## src/rtl/csx_defines.svh

```systemverilog
// Constants for the skip, swap, xor and table-read execution block.
// Assumes it is included by bare name from rtl/ files.
`ifndef CSX_DEFINES_SVH
`define CSX_DEFINES_SVH
`define CSX_FLAG_C 0
`define CSX_FLAG_NIBBLE_CARRY 1
`define CSX_FLAG_Z 2
`define CSX_FLAG_SIGNED_RANGE 3
`define CSX_ACC_RESET 8'h00
`define CSX_TBH_RESET 8'h00
`define CSX_FLAGS_RESET 4'h0
`endif

```

## src/rtl/csx_pkg.sv

```systemverilog
// Types for the skip, swap, xor and table-read execution block.
// Assumes no other package.
package csx_pkg;
	typedef enum logic [3:0] {
		CSX_OP_NONE,
		CSX_OP_SUB_IMM,
		CSX_OP_SWAP_MEM,
		CSX_OP_SWAP_ACC,
		CSX_OP_SKIP_ZERO,
		CSX_OP_SKIP_ZERO_COPY,
		CSX_OP_SKIP_BIT_ZERO,
		CSX_OP_TABLE_READ,
		CSX_OP_TABLE_READ_LAST,
		CSX_OP_XOR_ACC,
		CSX_OP_XOR_MEM,
		CSX_OP_XOR_IMM
	} csx_op_e;
	typedef enum logic [1:0] {
		CSX_ST_IDLE,
		CSX_ST_TABLE_WAIT,
		CSX_ST_DUMMY
	} csx_state_e;
endpackage : csx_pkg

```

## src/rtl/csx_alu.sv

```systemverilog
// Combinational result and flag logic for the instruction group.
// Assumes operands are stable while the op code is presented.
`include "csx_defines.svh"
module csx_alu #(
	parameter int DATA_W = 8
) (
	input wire csx_pkg::csx_op_e i_op,
	input wire logic [DATA_W-1:0] i_acc,
	input wire logic [DATA_W-1:0] i_mem,
	input wire logic [DATA_W-1:0] i_imm,
	input wire logic [2:0] i_bit_sel,
	input wire logic [3:0] i_flags,
	output logic [DATA_W-1:0] o_result,
	output logic [3:0] o_flags,
	output logic o_acc_we,
	output logic o_mem_we,
	output logic o_skip
);
	localparam int HALF = DATA_W / 2;
	logic [DATA_W:0] diff;
	logic [HALF:0] low_diff;
	logic [DATA_W-1:0] xor_val;

	// The nibble split and flag positions are written for a byte-wide datapath only.
	if (DATA_W != 8) begin : g_width_check
		$error("csx_alu supports only an 8-bit datapath");
	end

	always_comb begin
		diff = {1'b0, i_acc} - {1'b0, i_imm};
		low_diff = {1'b0, i_acc[HALF-1:0]} - {1'b0, i_imm[HALF-1:0]};
		xor_val = i_acc ^ ((i_op == csx_pkg::CSX_OP_XOR_IMM) ? i_imm : i_mem);
		o_result = '0;
		o_flags = i_flags;
		o_acc_we = 1'b0;
		o_mem_we = 1'b0;
		o_skip = 1'b0;
		case (i_op)
			csx_pkg::CSX_OP_SUB_IMM: begin
				o_result = diff[DATA_W-1:0]; // see (RULE1)
				o_acc_we = 1'b1;
				o_flags[`CSX_FLAG_C] = ~diff[DATA_W];
				o_flags[`CSX_FLAG_NIBBLE_CARRY] = ~low_diff[HALF];
				o_flags[`CSX_FLAG_Z] = (diff[DATA_W-1:0] == '0);
				o_flags[`CSX_FLAG_SIGNED_RANGE] = (i_acc[DATA_W-1] != i_imm[DATA_W-1])
					&& (diff[DATA_W-1] != i_acc[DATA_W-1]);
			end
			csx_pkg::CSX_OP_SWAP_MEM: begin
				o_result = {i_mem[HALF-1:0], i_mem[DATA_W-1:HALF]}; // see (RULE2)
				o_mem_we = 1'b1;
			end
			csx_pkg::CSX_OP_SWAP_ACC: begin
				o_result = {i_mem[HALF-1:0], i_mem[DATA_W-1:HALF]}; // see (RULE3)
				o_acc_we = 1'b1;
			end
			csx_pkg::CSX_OP_SKIP_ZERO: begin
				o_result = i_mem; // see (RULE4)
				o_mem_we = 1'b1;
				o_skip = (i_mem == '0);
			end
			csx_pkg::CSX_OP_SKIP_ZERO_COPY: begin
				o_result = i_mem; // see (RULE5)
				o_acc_we = 1'b1;
				o_skip = (i_mem == '0);
			end
			csx_pkg::CSX_OP_SKIP_BIT_ZERO: begin
				o_skip = ~i_mem[i_bit_sel]; // see (RULE6)
			end
			csx_pkg::CSX_OP_XOR_ACC: begin
				o_result = xor_val; // see (RULE10)
				o_acc_we = 1'b1;
				o_flags[`CSX_FLAG_Z] = (xor_val == '0);
			end
			csx_pkg::CSX_OP_XOR_MEM: begin
				o_result = xor_val; // see (RULE11)
				o_mem_we = 1'b1;
				o_flags[`CSX_FLAG_Z] = (xor_val == '0);
			end
			csx_pkg::CSX_OP_XOR_IMM: begin
				o_result = xor_val; // see (RULE12)
				o_acc_we = 1'b1;
				o_flags[`CSX_FLAG_Z] = (xor_val == '0); // see (RULE13)
			end
			default: begin
				o_result = '0;
			end
		endcase
	end
endmodule : csx_alu

```

## src/rtl/csx_exec.sv

```systemverilog
// Execution unit for subtract-immediate, nibble swaps, zero-test skips,
// table reads and the xor forms of the 8-bit core.
// Assumes the decoder presents one op per instruction cycle with i_issue,
// data memory read data is valid with the op, and program memory answers
// a table read with i_prog_valid some cycles after o_prog_req.
//
// Functional notes
// (RULE1) Subtract immediate from accumulator; update signed-range, zero, nibble-carry, carry flags.
// (RULE2) Swap nibbles of memory byte in place; flags unchanged.
// (RULE3) Swapped memory byte goes to accumulator; memory and flags unchanged.
// (RULE4) Memory byte rewritten unchanged; skip next instruction when zero; flags unchanged.
// (RULE5) Memory byte copied into accumulator; skip when zero; flags unchanged.
// (RULE6) Skip next instruction only when selected memory bit is zero.
// (RULE7) A taken skip inserts one dummy cycle, making two instruction cycles.
// (RULE8) Table read uses high and low pointers; low byte to memory, high to register.
// (RULE9) Last-page table read uses low pointer alone in the last page.
// (RULE10) Xor of accumulator and memory into accumulator; only zero flag changes.
// (RULE11) Xor of accumulator and memory into memory; accumulator kept; zero flag only.
// (RULE12) Xor of accumulator and immediate into accumulator.
// (RULE13) Xor immediate sets zero flag on zero result, clears it otherwise.
`include "csx_defines.svh"
module csx_exec #(
	parameter int DATA_W = 8,
	parameter int PROG_AW = 11,
	parameter int PTR_HIGH_W = 3,
	parameter bit HAS_PTR_HIGH = 1'b1
) (
	input wire logic i_ref_clk,
	input wire logic i_srst,
	input wire logic i_issue,
	input wire csx_pkg::csx_op_e i_op,
	input wire logic [DATA_W-1:0] i_imm,
	input wire logic [2:0] i_bit_sel,
	input wire logic [DATA_W-1:0] i_mem_rdata,
	input wire logic [DATA_W-1:0] i_table_pointer_low,
	input wire logic [PTR_HIGH_W-1:0] i_table_pointer_high,
	input wire logic [PROG_AW-1:0] i_page_base,
	input wire logic [2*DATA_W-1:0] i_prog_rdata,
	input wire logic i_prog_valid,
	output logic o_busy,
	output logic o_dummy_cycle,
	output logic [DATA_W-1:0] o_acc,
	output logic [3:0] o_flags,
	output logic [DATA_W-1:0] o_table_high_byte,
	output logic o_mem_we,
	output logic [DATA_W-1:0] o_mem_wdata,
	output logic o_prog_req,
	output logic [PROG_AW-1:0] o_prog_addr
);
	localparam int LAST_PAGE_W = PROG_AW - DATA_W;

	csx_pkg::csx_state_e state;
	csx_pkg::csx_state_e next_state;
	logic [DATA_W-1:0] acc;
	logic [DATA_W-1:0] next_acc;
	logic [3:0] flags;
	logic [3:0] next_flags;
	logic [DATA_W-1:0] table_high_byte;
	logic [DATA_W-1:0] next_table_high_byte;
	logic mem_we;
	logic next_mem_we;
	logic [DATA_W-1:0] mem_wdata;
	logic [DATA_W-1:0] next_mem_wdata;
	logic prog_req;
	logic next_prog_req;
	logic [PROG_AW-1:0] prog_addr;
	logic [PROG_AW-1:0] next_prog_addr;

	logic [DATA_W-1:0] alu_result;
	logic [3:0] alu_flags;
	logic alu_acc_we;
	logic alu_mem_we;
	logic alu_skip;
	logic [PROG_AW-1:0] cur_page_addr;
	logic [PROG_AW-1:0] last_page_addr;
	logic op_accept;

	if (DATA_W != 8) begin : g_width_check
		$error("csx_exec supports only an 8-bit datapath");
	end
	if (PROG_AW <= DATA_W) begin : g_addr_check
		$error("program address must be wider than a byte");
	end
	// A pointer pair wider than the program address would silently lose its top bits.
	if (HAS_PTR_HIGH && (PTR_HIGH_W + DATA_W > PROG_AW)) begin : g_ptr_check
		$error("high table pointer wider than program address allows");
	end

	csx_alu #(
		.DATA_W(DATA_W)
	) u_alu (
		.i_op(i_op),
		.i_acc(acc),
		.i_mem(i_mem_rdata),
		.i_imm(i_imm),
		.i_bit_sel(i_bit_sel),
		.i_flags(flags),
		.o_result(alu_result),
		.o_flags(alu_flags),
		.o_acc_we(alu_acc_we),
		.o_mem_we(alu_mem_we),
		.o_skip(alu_skip)
	);

	// Without a high pointer the table read stays in the current page.
	always_comb begin
		if (HAS_PTR_HIGH) begin
			cur_page_addr = '0;
			cur_page_addr[DATA_W+PTR_HIGH_W-1:0] = {i_table_pointer_high, i_table_pointer_low};
		end else begin
			cur_page_addr = {i_page_base[PROG_AW-1:DATA_W], i_table_pointer_low};
		end
		last_page_addr = {{LAST_PAGE_W{1'b1}}, i_table_pointer_low};
	end

	// The unit accepts a new op only when idle; the decoder holds off otherwise.
	assign op_accept = i_issue && (state == csx_pkg::CSX_ST_IDLE);
	assign o_busy = (state != csx_pkg::CSX_ST_IDLE);
	assign o_dummy_cycle = (state == csx_pkg::CSX_ST_DUMMY); // see (RULE7)

	always_comb begin
		next_state = state;
		next_acc = acc;
		next_flags = flags;
		next_table_high_byte = table_high_byte;
		next_mem_we = 1'b0;
		next_mem_wdata = mem_wdata;
		next_prog_req = 1'b0;
		next_prog_addr = prog_addr;
		case (state)
			csx_pkg::CSX_ST_IDLE: begin
				if (op_accept) begin
					case (i_op)
						csx_pkg::CSX_OP_TABLE_READ: begin
							next_prog_addr = cur_page_addr; // see (RULE8)
							next_prog_req = 1'b1;
							next_state = csx_pkg::CSX_ST_TABLE_WAIT;
						end
						csx_pkg::CSX_OP_TABLE_READ_LAST: begin
							next_prog_addr = last_page_addr; // see (RULE9)
							next_prog_req = 1'b1;
							next_state = csx_pkg::CSX_ST_TABLE_WAIT;
						end
						default: begin
							if (alu_acc_we) begin
								next_acc = alu_result;
							end
							if (alu_mem_we) begin
								next_mem_we = 1'b1;
								next_mem_wdata = alu_result;
							end
							next_flags = alu_flags;
							if (alu_skip) begin
								next_state = csx_pkg::CSX_ST_DUMMY; // see (RULE7)
							end
						end
					endcase
				end
			end
			csx_pkg::CSX_ST_TABLE_WAIT: begin
				if (i_prog_valid) begin
					next_mem_we = 1'b1; // see (RULE8)
					next_mem_wdata = i_prog_rdata[DATA_W-1:0];
					next_table_high_byte = i_prog_rdata[2*DATA_W-1:DATA_W];
					next_state = csx_pkg::CSX_ST_IDLE;
				end else begin
					next_prog_req = 1'b1;
				end
			end
			csx_pkg::CSX_ST_DUMMY: begin
				next_state = csx_pkg::CSX_ST_IDLE;
			end
			default: begin
				next_state = csx_pkg::CSX_ST_IDLE;
			end
		endcase
	end

	always_ff @(posedge i_ref_clk) begin
		if (i_srst) begin
			state <= csx_pkg::CSX_ST_IDLE;
			acc <= `CSX_ACC_RESET;
			flags <= `CSX_FLAGS_RESET;
			table_high_byte <= `CSX_TBH_RESET;
			mem_we <= 1'b0;
			mem_wdata <= '0;
			prog_req <= 1'b0;
			prog_addr <= '0;
		end else begin
			state <= next_state;
			acc <= next_acc;
			flags <= next_flags;
			table_high_byte <= next_table_high_byte;
			mem_we <= next_mem_we;
			mem_wdata <= next_mem_wdata;
			prog_req <= next_prog_req;
			prog_addr <= next_prog_addr;
		end
	end

	assign o_acc = acc;
	assign o_flags = flags;
	assign o_table_high_byte = table_high_byte;
	assign o_mem_we = mem_we;
	assign o_mem_wdata = mem_wdata;
	assign o_prog_req = prog_req;
	assign o_prog_addr = prog_addr;
endmodule : csx_exec

```

## config.mk

```make
export PLATFORM = sky130hd
export DESIGN_NAME = csx_exec
export DESIGN_NICKNAME = d
export VERILOG_FILES = /design/src/rtl/csx_pkg.sv /design/src/rtl/csx_alu.sv /design/src/rtl/csx_exec.sv
export VERILOG_INCLUDE_DIRS = /design/src /design/src/rtl
export SDC_FILE = /design/constraint.sdc
export NUM_CORES = 1
export LEC_CHECK = 0
export BUFFER_PORTS_ARGS = -buffer_cell sky130_fd_sc_hd__buf_2
export CAP_MARGIN = 0
export CORE_MARGIN = 3
export CORE_UTILIZATION = 40
export DETAILED_ROUTE_END_ITERATION = 8
export GPL_ROUTABILITY_DRIVEN = 0
export PLACE_DENSITY = 0.68
export SLEW_MARGIN = 20
export SYNTH_ARGS = -nofsm -noshare
export SYNTH_HDL_FRONTEND = slang
export SYNTH_SLANG_ARGS = --single-unit
```

## constraint.sdc

```tcl
create_clock -name i_ref_clk -period 3.7 [get_ports i_ref_clk]
set_input_delay 0.37 -clock i_ref_clk [delete_from_list [all_inputs] [get_ports i_ref_clk]]
set_output_delay 0.37 -clock i_ref_clk [all_outputs]
set_load 0.005 [all_outputs]
```

### Word-level counts from Yosys, hierarchy flattened

Cells that the tools add are included.

| word-level totals | value |
|---|---|
| bits in registers | 43 |
| input port bits | 65 |
| output and inout port bits | 43 |
| logic and storage cells | 88 |

| cells by class | value |
|---|---|
| add/sub/neg operators | 2 |
| magnitude comparators | 1 |
| eq/ne operators | 20 |
| mux-type cells | 28 |
| bitwise logic cells | 5 |
| reduce and logical (&&, ||, !) cells | 23 |

Operator list:

| operator | number |
|---|---|
| $mux W8 | 5 |
| $pmux W8 S4 | 1 |
| $logic_not A8 Y1 | 3 |
| $pmux W11 S2 | 1 |
| $eq A4 B3 Y1 const B | 4 |
| $eq A4 B4 Y1 const B | 4 |
| $pmux W8 S2 | 1 |
| $reduce_and A4 Y1 | 3 |
| $mux W1 | 10 |
| $sub A8 B8 Y9 | 1 |
| $eq A4 B2 Y1 const B | 2 |
| $mux W2 | 4 |
| $ne A2 B2 Y1 const B | 4 |
| $pmux W1 S2 | 4 |
| $reduce_bool A2 Y1 | 4 |
| $xor A8 B8 Y8 | 1 |
| $reduce_and A3 Y1 | 2 |
| $reduce_or A2 Y1 | 3 |
| $reduce_or A3 Y1 | 2 |
| $reduce_and A5 Y1 | 1 |
| $reduce_or A5 Y1 | 1 |
| $sub A4 B4 Y5 | 1 |
| $eq A4 B1 Y1 const B | 1 |
| $lt A3 B4 Y1 const B | 1 |
| other kinds (10) | 15 |

### Logic depth before layout (Yosys ltp)

| logic depth | value |
|---|---|
| word-level depth | 8 |
| mapped depth | 10 |
| mapped depth without buffers | 10 |

### Hierarchy

From an unflattened synthesis, not the netlist that was laid out.

| unflattened totals | value |
|---|---|
| cell total of the unflattened synthesis | 281 |
| area total of the unflattened synthesis | 2622.5 sq um |

By module, submodules not included:

| module | instances | cells each | area each (sq um) |
|---|---|---|---|
| csx_exec | 1 | 161 | 1716.6 |
| csx_alu | 1 | 120 | 905.9 |

### Worst setup path after synthesis

OpenSTA, ideal clock, no wires.

| timing | value |
|---|---|
| kind | register -> register |
| from | reg acc[0] (netlist: o_acc[0]) |
| to | reg flags[2] (netlist: o_flags[2]) |
| setup time | 0.088 ns |
| data arrival time | 2.531 ns |
| slack | 1.081 ns |
| stages on the path, launching flop included | 11 |
| cell sequence | dfxtp_1 -> inv_1 -> ha_1 -> inv_1 -> fa_1 -> a211o_2 -> a2111o_1 -> o211ai_1 -> o21ai_0 -> or4b_1 -> a311oi_2 |

| on the way | value |
|---|---|
| cells in the longest elaborated chain, start to end | 3 |
| elaborated cells on any way between the ends | 5 |
| those cells by class | 1 x add/sub; 1 x mux; 1 x bitwise; 2 x reduce/logical |

Ends and longest elaborated chain:

| item | RTL line | RTL |
|---|---|---|
| start, declared | csx_exec.sv:54 | `logic [DATA_W-1:0] acc;` |
| start signal, assigned | csx_exec.sv:182 | `` acc <= `CSX_ACC_RESET; `` |
| start signal, assigned | csx_exec.sv:191 | `acc <= next_acc;` |
| $sub A8 B8 Y9 / $xor A8 B8 Y8 (equally long branches) | csx_alu.sv:30, csx_alu.sv:32 |  |
| $logic_not A8 Y1 (on tied branches) | - |  |
| $pmux W1 S2 (*) | csx_alu.sv:38 | `case (i_op)` |
| end signal, assigned | csx_exec.sv:183 | `` flags <= `CSX_FLAGS_RESET; `` |
| end signal, assigned | csx_exec.sv:192 | `flags <= next_flags;` |
| end, declared | csx_exec.sv:56 | `logic [3:0] flags;` |

Mark *: on every way between the ends. The rest lies on a longest branch, timed or not.
A chain may end at the register's enable or synchronous reset.

### Worst setup path after layout

Ends and elaborated chain as after synthesis.

==> flow_metrics.py <==
metrics = {
    "yosys": {
        "synth_top_family_by_area": "compound AO/OA/AOI/OAI gates",
        "synth_compound_area_frac": 0.240,
        "synth-async-reset-ratio": 0,
        "yosysTopAreaCellShare": 0.323,
        "synthCells": 323,
        "yosysMostFrequentCell": "dfxtp_1",
        "synth_area_leaders": "dfxtp_1, mux2i_1, nor2_1",
        "syn_area_per_cell_um2": 8.25,
        "synth.distinct_cells": 58,
        "synth-adder-area-share": 0.0497,
        "syn_nets": 398,
        "yosys.area_share.simple": 0.203,
        "synthFlopType": "dfxtp_1",
        "yosys-top-cells-count": "dfxtp_1, nor2_1, nand2_1",
        "ys_warn_count": 0,
        "synth_area_mm2": 0.00267,
        "synth_edf_count": 0,
        "ys_ff_latch": 43,
        "ys_seq_area_frac": 0.323,
        "synthMuxAreaShare": 0.0882,
        "yosysTopAreaCell": "dfxtp_1",
        "synth-xor-area-share": 0.0427,
    },
    "worst_setup_path": {
        "crit_path_frequent_cell": "inv_1",
        "max_stage_delay_ns": 0.49,
        "cp_top_family": "compound AO/OA/AOI/OAI gates",
        "r2r-start": "o_acc[0]",
        "reg2reg_slack_ns": 0.91,
        "path_buf_inv": 2,
        "start_kind": "flip-flop",
        "r2r_cells": 10,
        "cp_slowest_cell": "or4b_1",
        "crit_path_end_kind": "flip-flop",
        "crit_chain": "inv_1, ha_1, inv_1, fa_1, a211o_2, a2111o_1, o211ai_1, o21ai_0, or4b_1, a311oi_2",
        "worst_ep_arrival_time_ns": 3.00,
        "cp_num_cells": 10,
        "cp-startpoint": "o_acc[0]",
        "cp-endpoint": "o_flags[2]",
        "r2r-end": "o_flags[2]",
        "critPathMaxFanout": 4,
        "worstPathRequired_ns": 3.91,
        "setup.worst_path.class": "flip-flop to flip-flop",
    },
    "outcome": {
        "status": "finished, final reports clean",
    },
    "grt": {
        "grtUsageMet3": 0.0470,
        "busiest_layer": "met2",
        "grt_use_total": 0.194,
        "grt_pass1_vias": 2482,
        "antenna_found_initial": 0,
        "use_met1": 0.261,
        "use_met2": 0.305,
        "grt_max_degree": 44,
        "grt_overflow": 0,
        "grt_pass1_wl_mm": 11.9,
    },
    "sta": {
        "hold_violations": 0,
        "skew_ns": 0.00434,
        "worstMarginPinSlew_ns": 0.822,
        "fmaxAchievable_ghz": 0.359,
        "drv_slew": 0,
        "fin_crit_sh": 0.753,
        "rsz0062_at_grt": "no",
        "max_slew_margin": 0.452,
        "setup_ws_ns": 0.913,
        "setup_tns_ns": 0,
        "post-route-min-period_ns": 2.79,
        "setup_violations": 0,
    },
    "clock_tree": {
        "clk_latency_ns": 0.30,
        "cts.repair.resized": 0,
        "cts-root-buf": "clkbuf_8",
        "cts_buffers": 5,
        "cts_tree": "built",
        "clk_path_buf_depth": 2,
        "clock_sinks": 43,
        "htree_levels": 2,
        "post_cts_buffers": 0,
        "cts_hold_buffers": 0,
        "clk_pin_slew_ns": 0.09,
    },
    "detailed_routing": {
        "wl_per_cell_um": 15.4,
        "ant_nets": 0,
        "num_vias": 2675,
        "drc": 0,
        "drtIter0Drc": 187,
        "post_drt_via_cell_ratio": 5.50,
        "routed_wl_mm": 7.47,
        "dr.pass1.iters": 4,
    },
    "finish": {
        "drive_gt1_frac": 0.286,
        "fill_cells": 642,
        "num-nets-final": 483,
        "diodes": 0,
        "area_growth_pct": 23.3,
        "fin_cells": 486,
    },
    "min_path": {
        "hold_class": "primary input to flip-flop",
    },
    "floorplan": {
        "io_pins": 108,
        "dieArea_mm2": 0.00768,
        "die_w_um": 87.6,
        "rows": 29,
        "floorplan.initialDensity": 0.415,
        "fp.dieH_um": 87.6,
        "core_area_mm2": 0.00642,
    },
    "pwr": {
        "pwr_density_cell_mw_per_mm2": 332,
        "leakage_nw": 1.48,
        "ir_drop_uv": 150,
    },
    "job": {
        "drv_cap": 0,
    },
    "placed_design": {
        "io_buffer_count": 96,
        "dp.cells": 478,
        "place_ws_ns": 0.861,
        "hpwl_mm": 5.81,
    },
}
==> kinds of logic (layout without fill, tap and decap cells) <==
| group | Yosys count | in the layout |
|---|---|---|
| simple gates | 110 | 110 |
| compound gates | 91 | 91 |
| flops | 43 | 43 |
| buf+inv | 35 | 121 |
| mux | 21 | 21 |
| xor+xnor | 13 | 13 |
| fa+ha+maj | 10 | 10 |
==> where the power goes <==
| group | internal [mW] | switching [mW] | total [mW] |
|---|---|---|---|
| combinational | 0.102 | 0.126 | 0.228 |
| sequential | 0.476 | 0.0115 | 0.487 |
| clock | 0.201 | 0.174 | 0.375 |
| total | 0.778 | 0.312 | 1.09 |
==> placed cells by master (no fill, tap or decap), types with 2 or more instances in the layout <==
| master | netlist | routed |
|---|---|---|
| dfxtp_1 | 43 | 43 |
| nor2_1 | 42 | 42 |
| xor2_1 | 8 | 8 |
| a211o_1 | 4 | 4 |
| o41ai_1 | 2 | 2 |
| nand4b_1 | 3 | 3 |
| a21o_2 | 2 | 2 |
| nand2_1 | 27 | 27 |
| o22ai_1 | 2 | 2 |
| nand3_1 | 4 | 4 |
| xnor2_1 | 5 | 5 |
| a21o_1 | 2 | 2 |
| o21ai_0 | 11 | 11 |
| clkbuf_8 | 0 | 5 |
| nor4_1 | 3 | 3 |
| mux2i_1 | 19 | 19 |
| nand2b_1 | 2 | 2 |
| and3_1 | 2 | 2 |
| nor2b_1 | 7 | 7 |
| mux4_2 | 2 | 2 |
| o221ai_1 | 2 | 2 |
| o32ai_1 | 2 | 2 |
| nand3b_1 | 2 | 2 |
| nor4b_1 | 2 | 2 |
| inv_1 | 14 | 14 |
| or4b_1 | 2 | 2 |
| buf_2 | 9 | 96 |
| a22oi_1 | 6 | 6 |
| buf_4 | 0 | 3 |
| ha_1 | 9 | 9 |
| and2_1 | 3 | 3 |
| nor3_1 | 4 | 4 |
| a221oi_1 | 2 | 2 |
| o21a_1 | 4 | 4 |
| a21oi_1 | 23 | 23 |
| a211oi_1 | 14 | 14 |
| or3_1 | 2 | 2 |
==> how the worst min path moves through the flow <==
stage / from / endpoint / slack [ns] / depth (start not counted)
2_1_floorplan: o_mem_wdata[0] / o_mem_wdata[0] / 0.45 / 2
3_3_place_gp: o_mem_wdata[2] / o_mem_wdata[2] / 0.44 / 2
3_5_place_dp: o_mem_wdata[0] / o_mem_wdata[0] / 0.44 / 2
4_1_cts: i_prog_rdata[9] / o_table_high_byte[1] / 0.29 / 3
5_1_grt: i_prog_rdata[10] / o_table_high_byte[2] / 0.29 / 3
6_report: i_prog_rdata[14] / o_table_high_byte[6] / 0.29 / 3
==> area by class of cell <==
class                   instances  area (µm²)  share of cell area
multi-input cells             245        1660               0.506
flip-flops and latches         43         861               0.262
repair buffers                 99         503               0.153
well taps                      77        96.3              0.0293
clock buffers                   5        68.8              0.0209
inverters                      14        52.6              0.0160
clock inverters                 3        43.8              0.0133
==> per-stage QoR <==
step	utilization	hold WS, ns	area (µm²)	power, mW
after CTS	0.512	0.293	3290	1.10
after detailed placement	0.494	0.442	3180	0.724
after floorplan	-	0.448	2670	0.641
after global routing	0.512	0.290	3290	1.15
after global placement	0.494	0.436	3180	0.719
final	0.512	0.294	3290	1.09
==> metal layers <==
metal / vias to the layer above / routed length (µm)
met5: - / 0
met4: 0 / 208
met3: 18 / 422
met2: 79 / 3460
met1: 1236 / 3380
li1: 1342 / -
==> worst min-delay path, stage by stage <==
cell	delay, ns
buf_2	0.10
nand2_1	0.04
a21oi_1	0.05
==> state kept, by name (all words and copies together), names as in the netlist <==
register / flops
o_mem_we: 1
o_prog_addr: 11
o_table_high_byte: 8
o_prog_req: 1
o_mem_wdata: 8
o_acc: 8
o_flags: 4
state: 2
No activity file was read; power rests on OpenSTA's default activity.
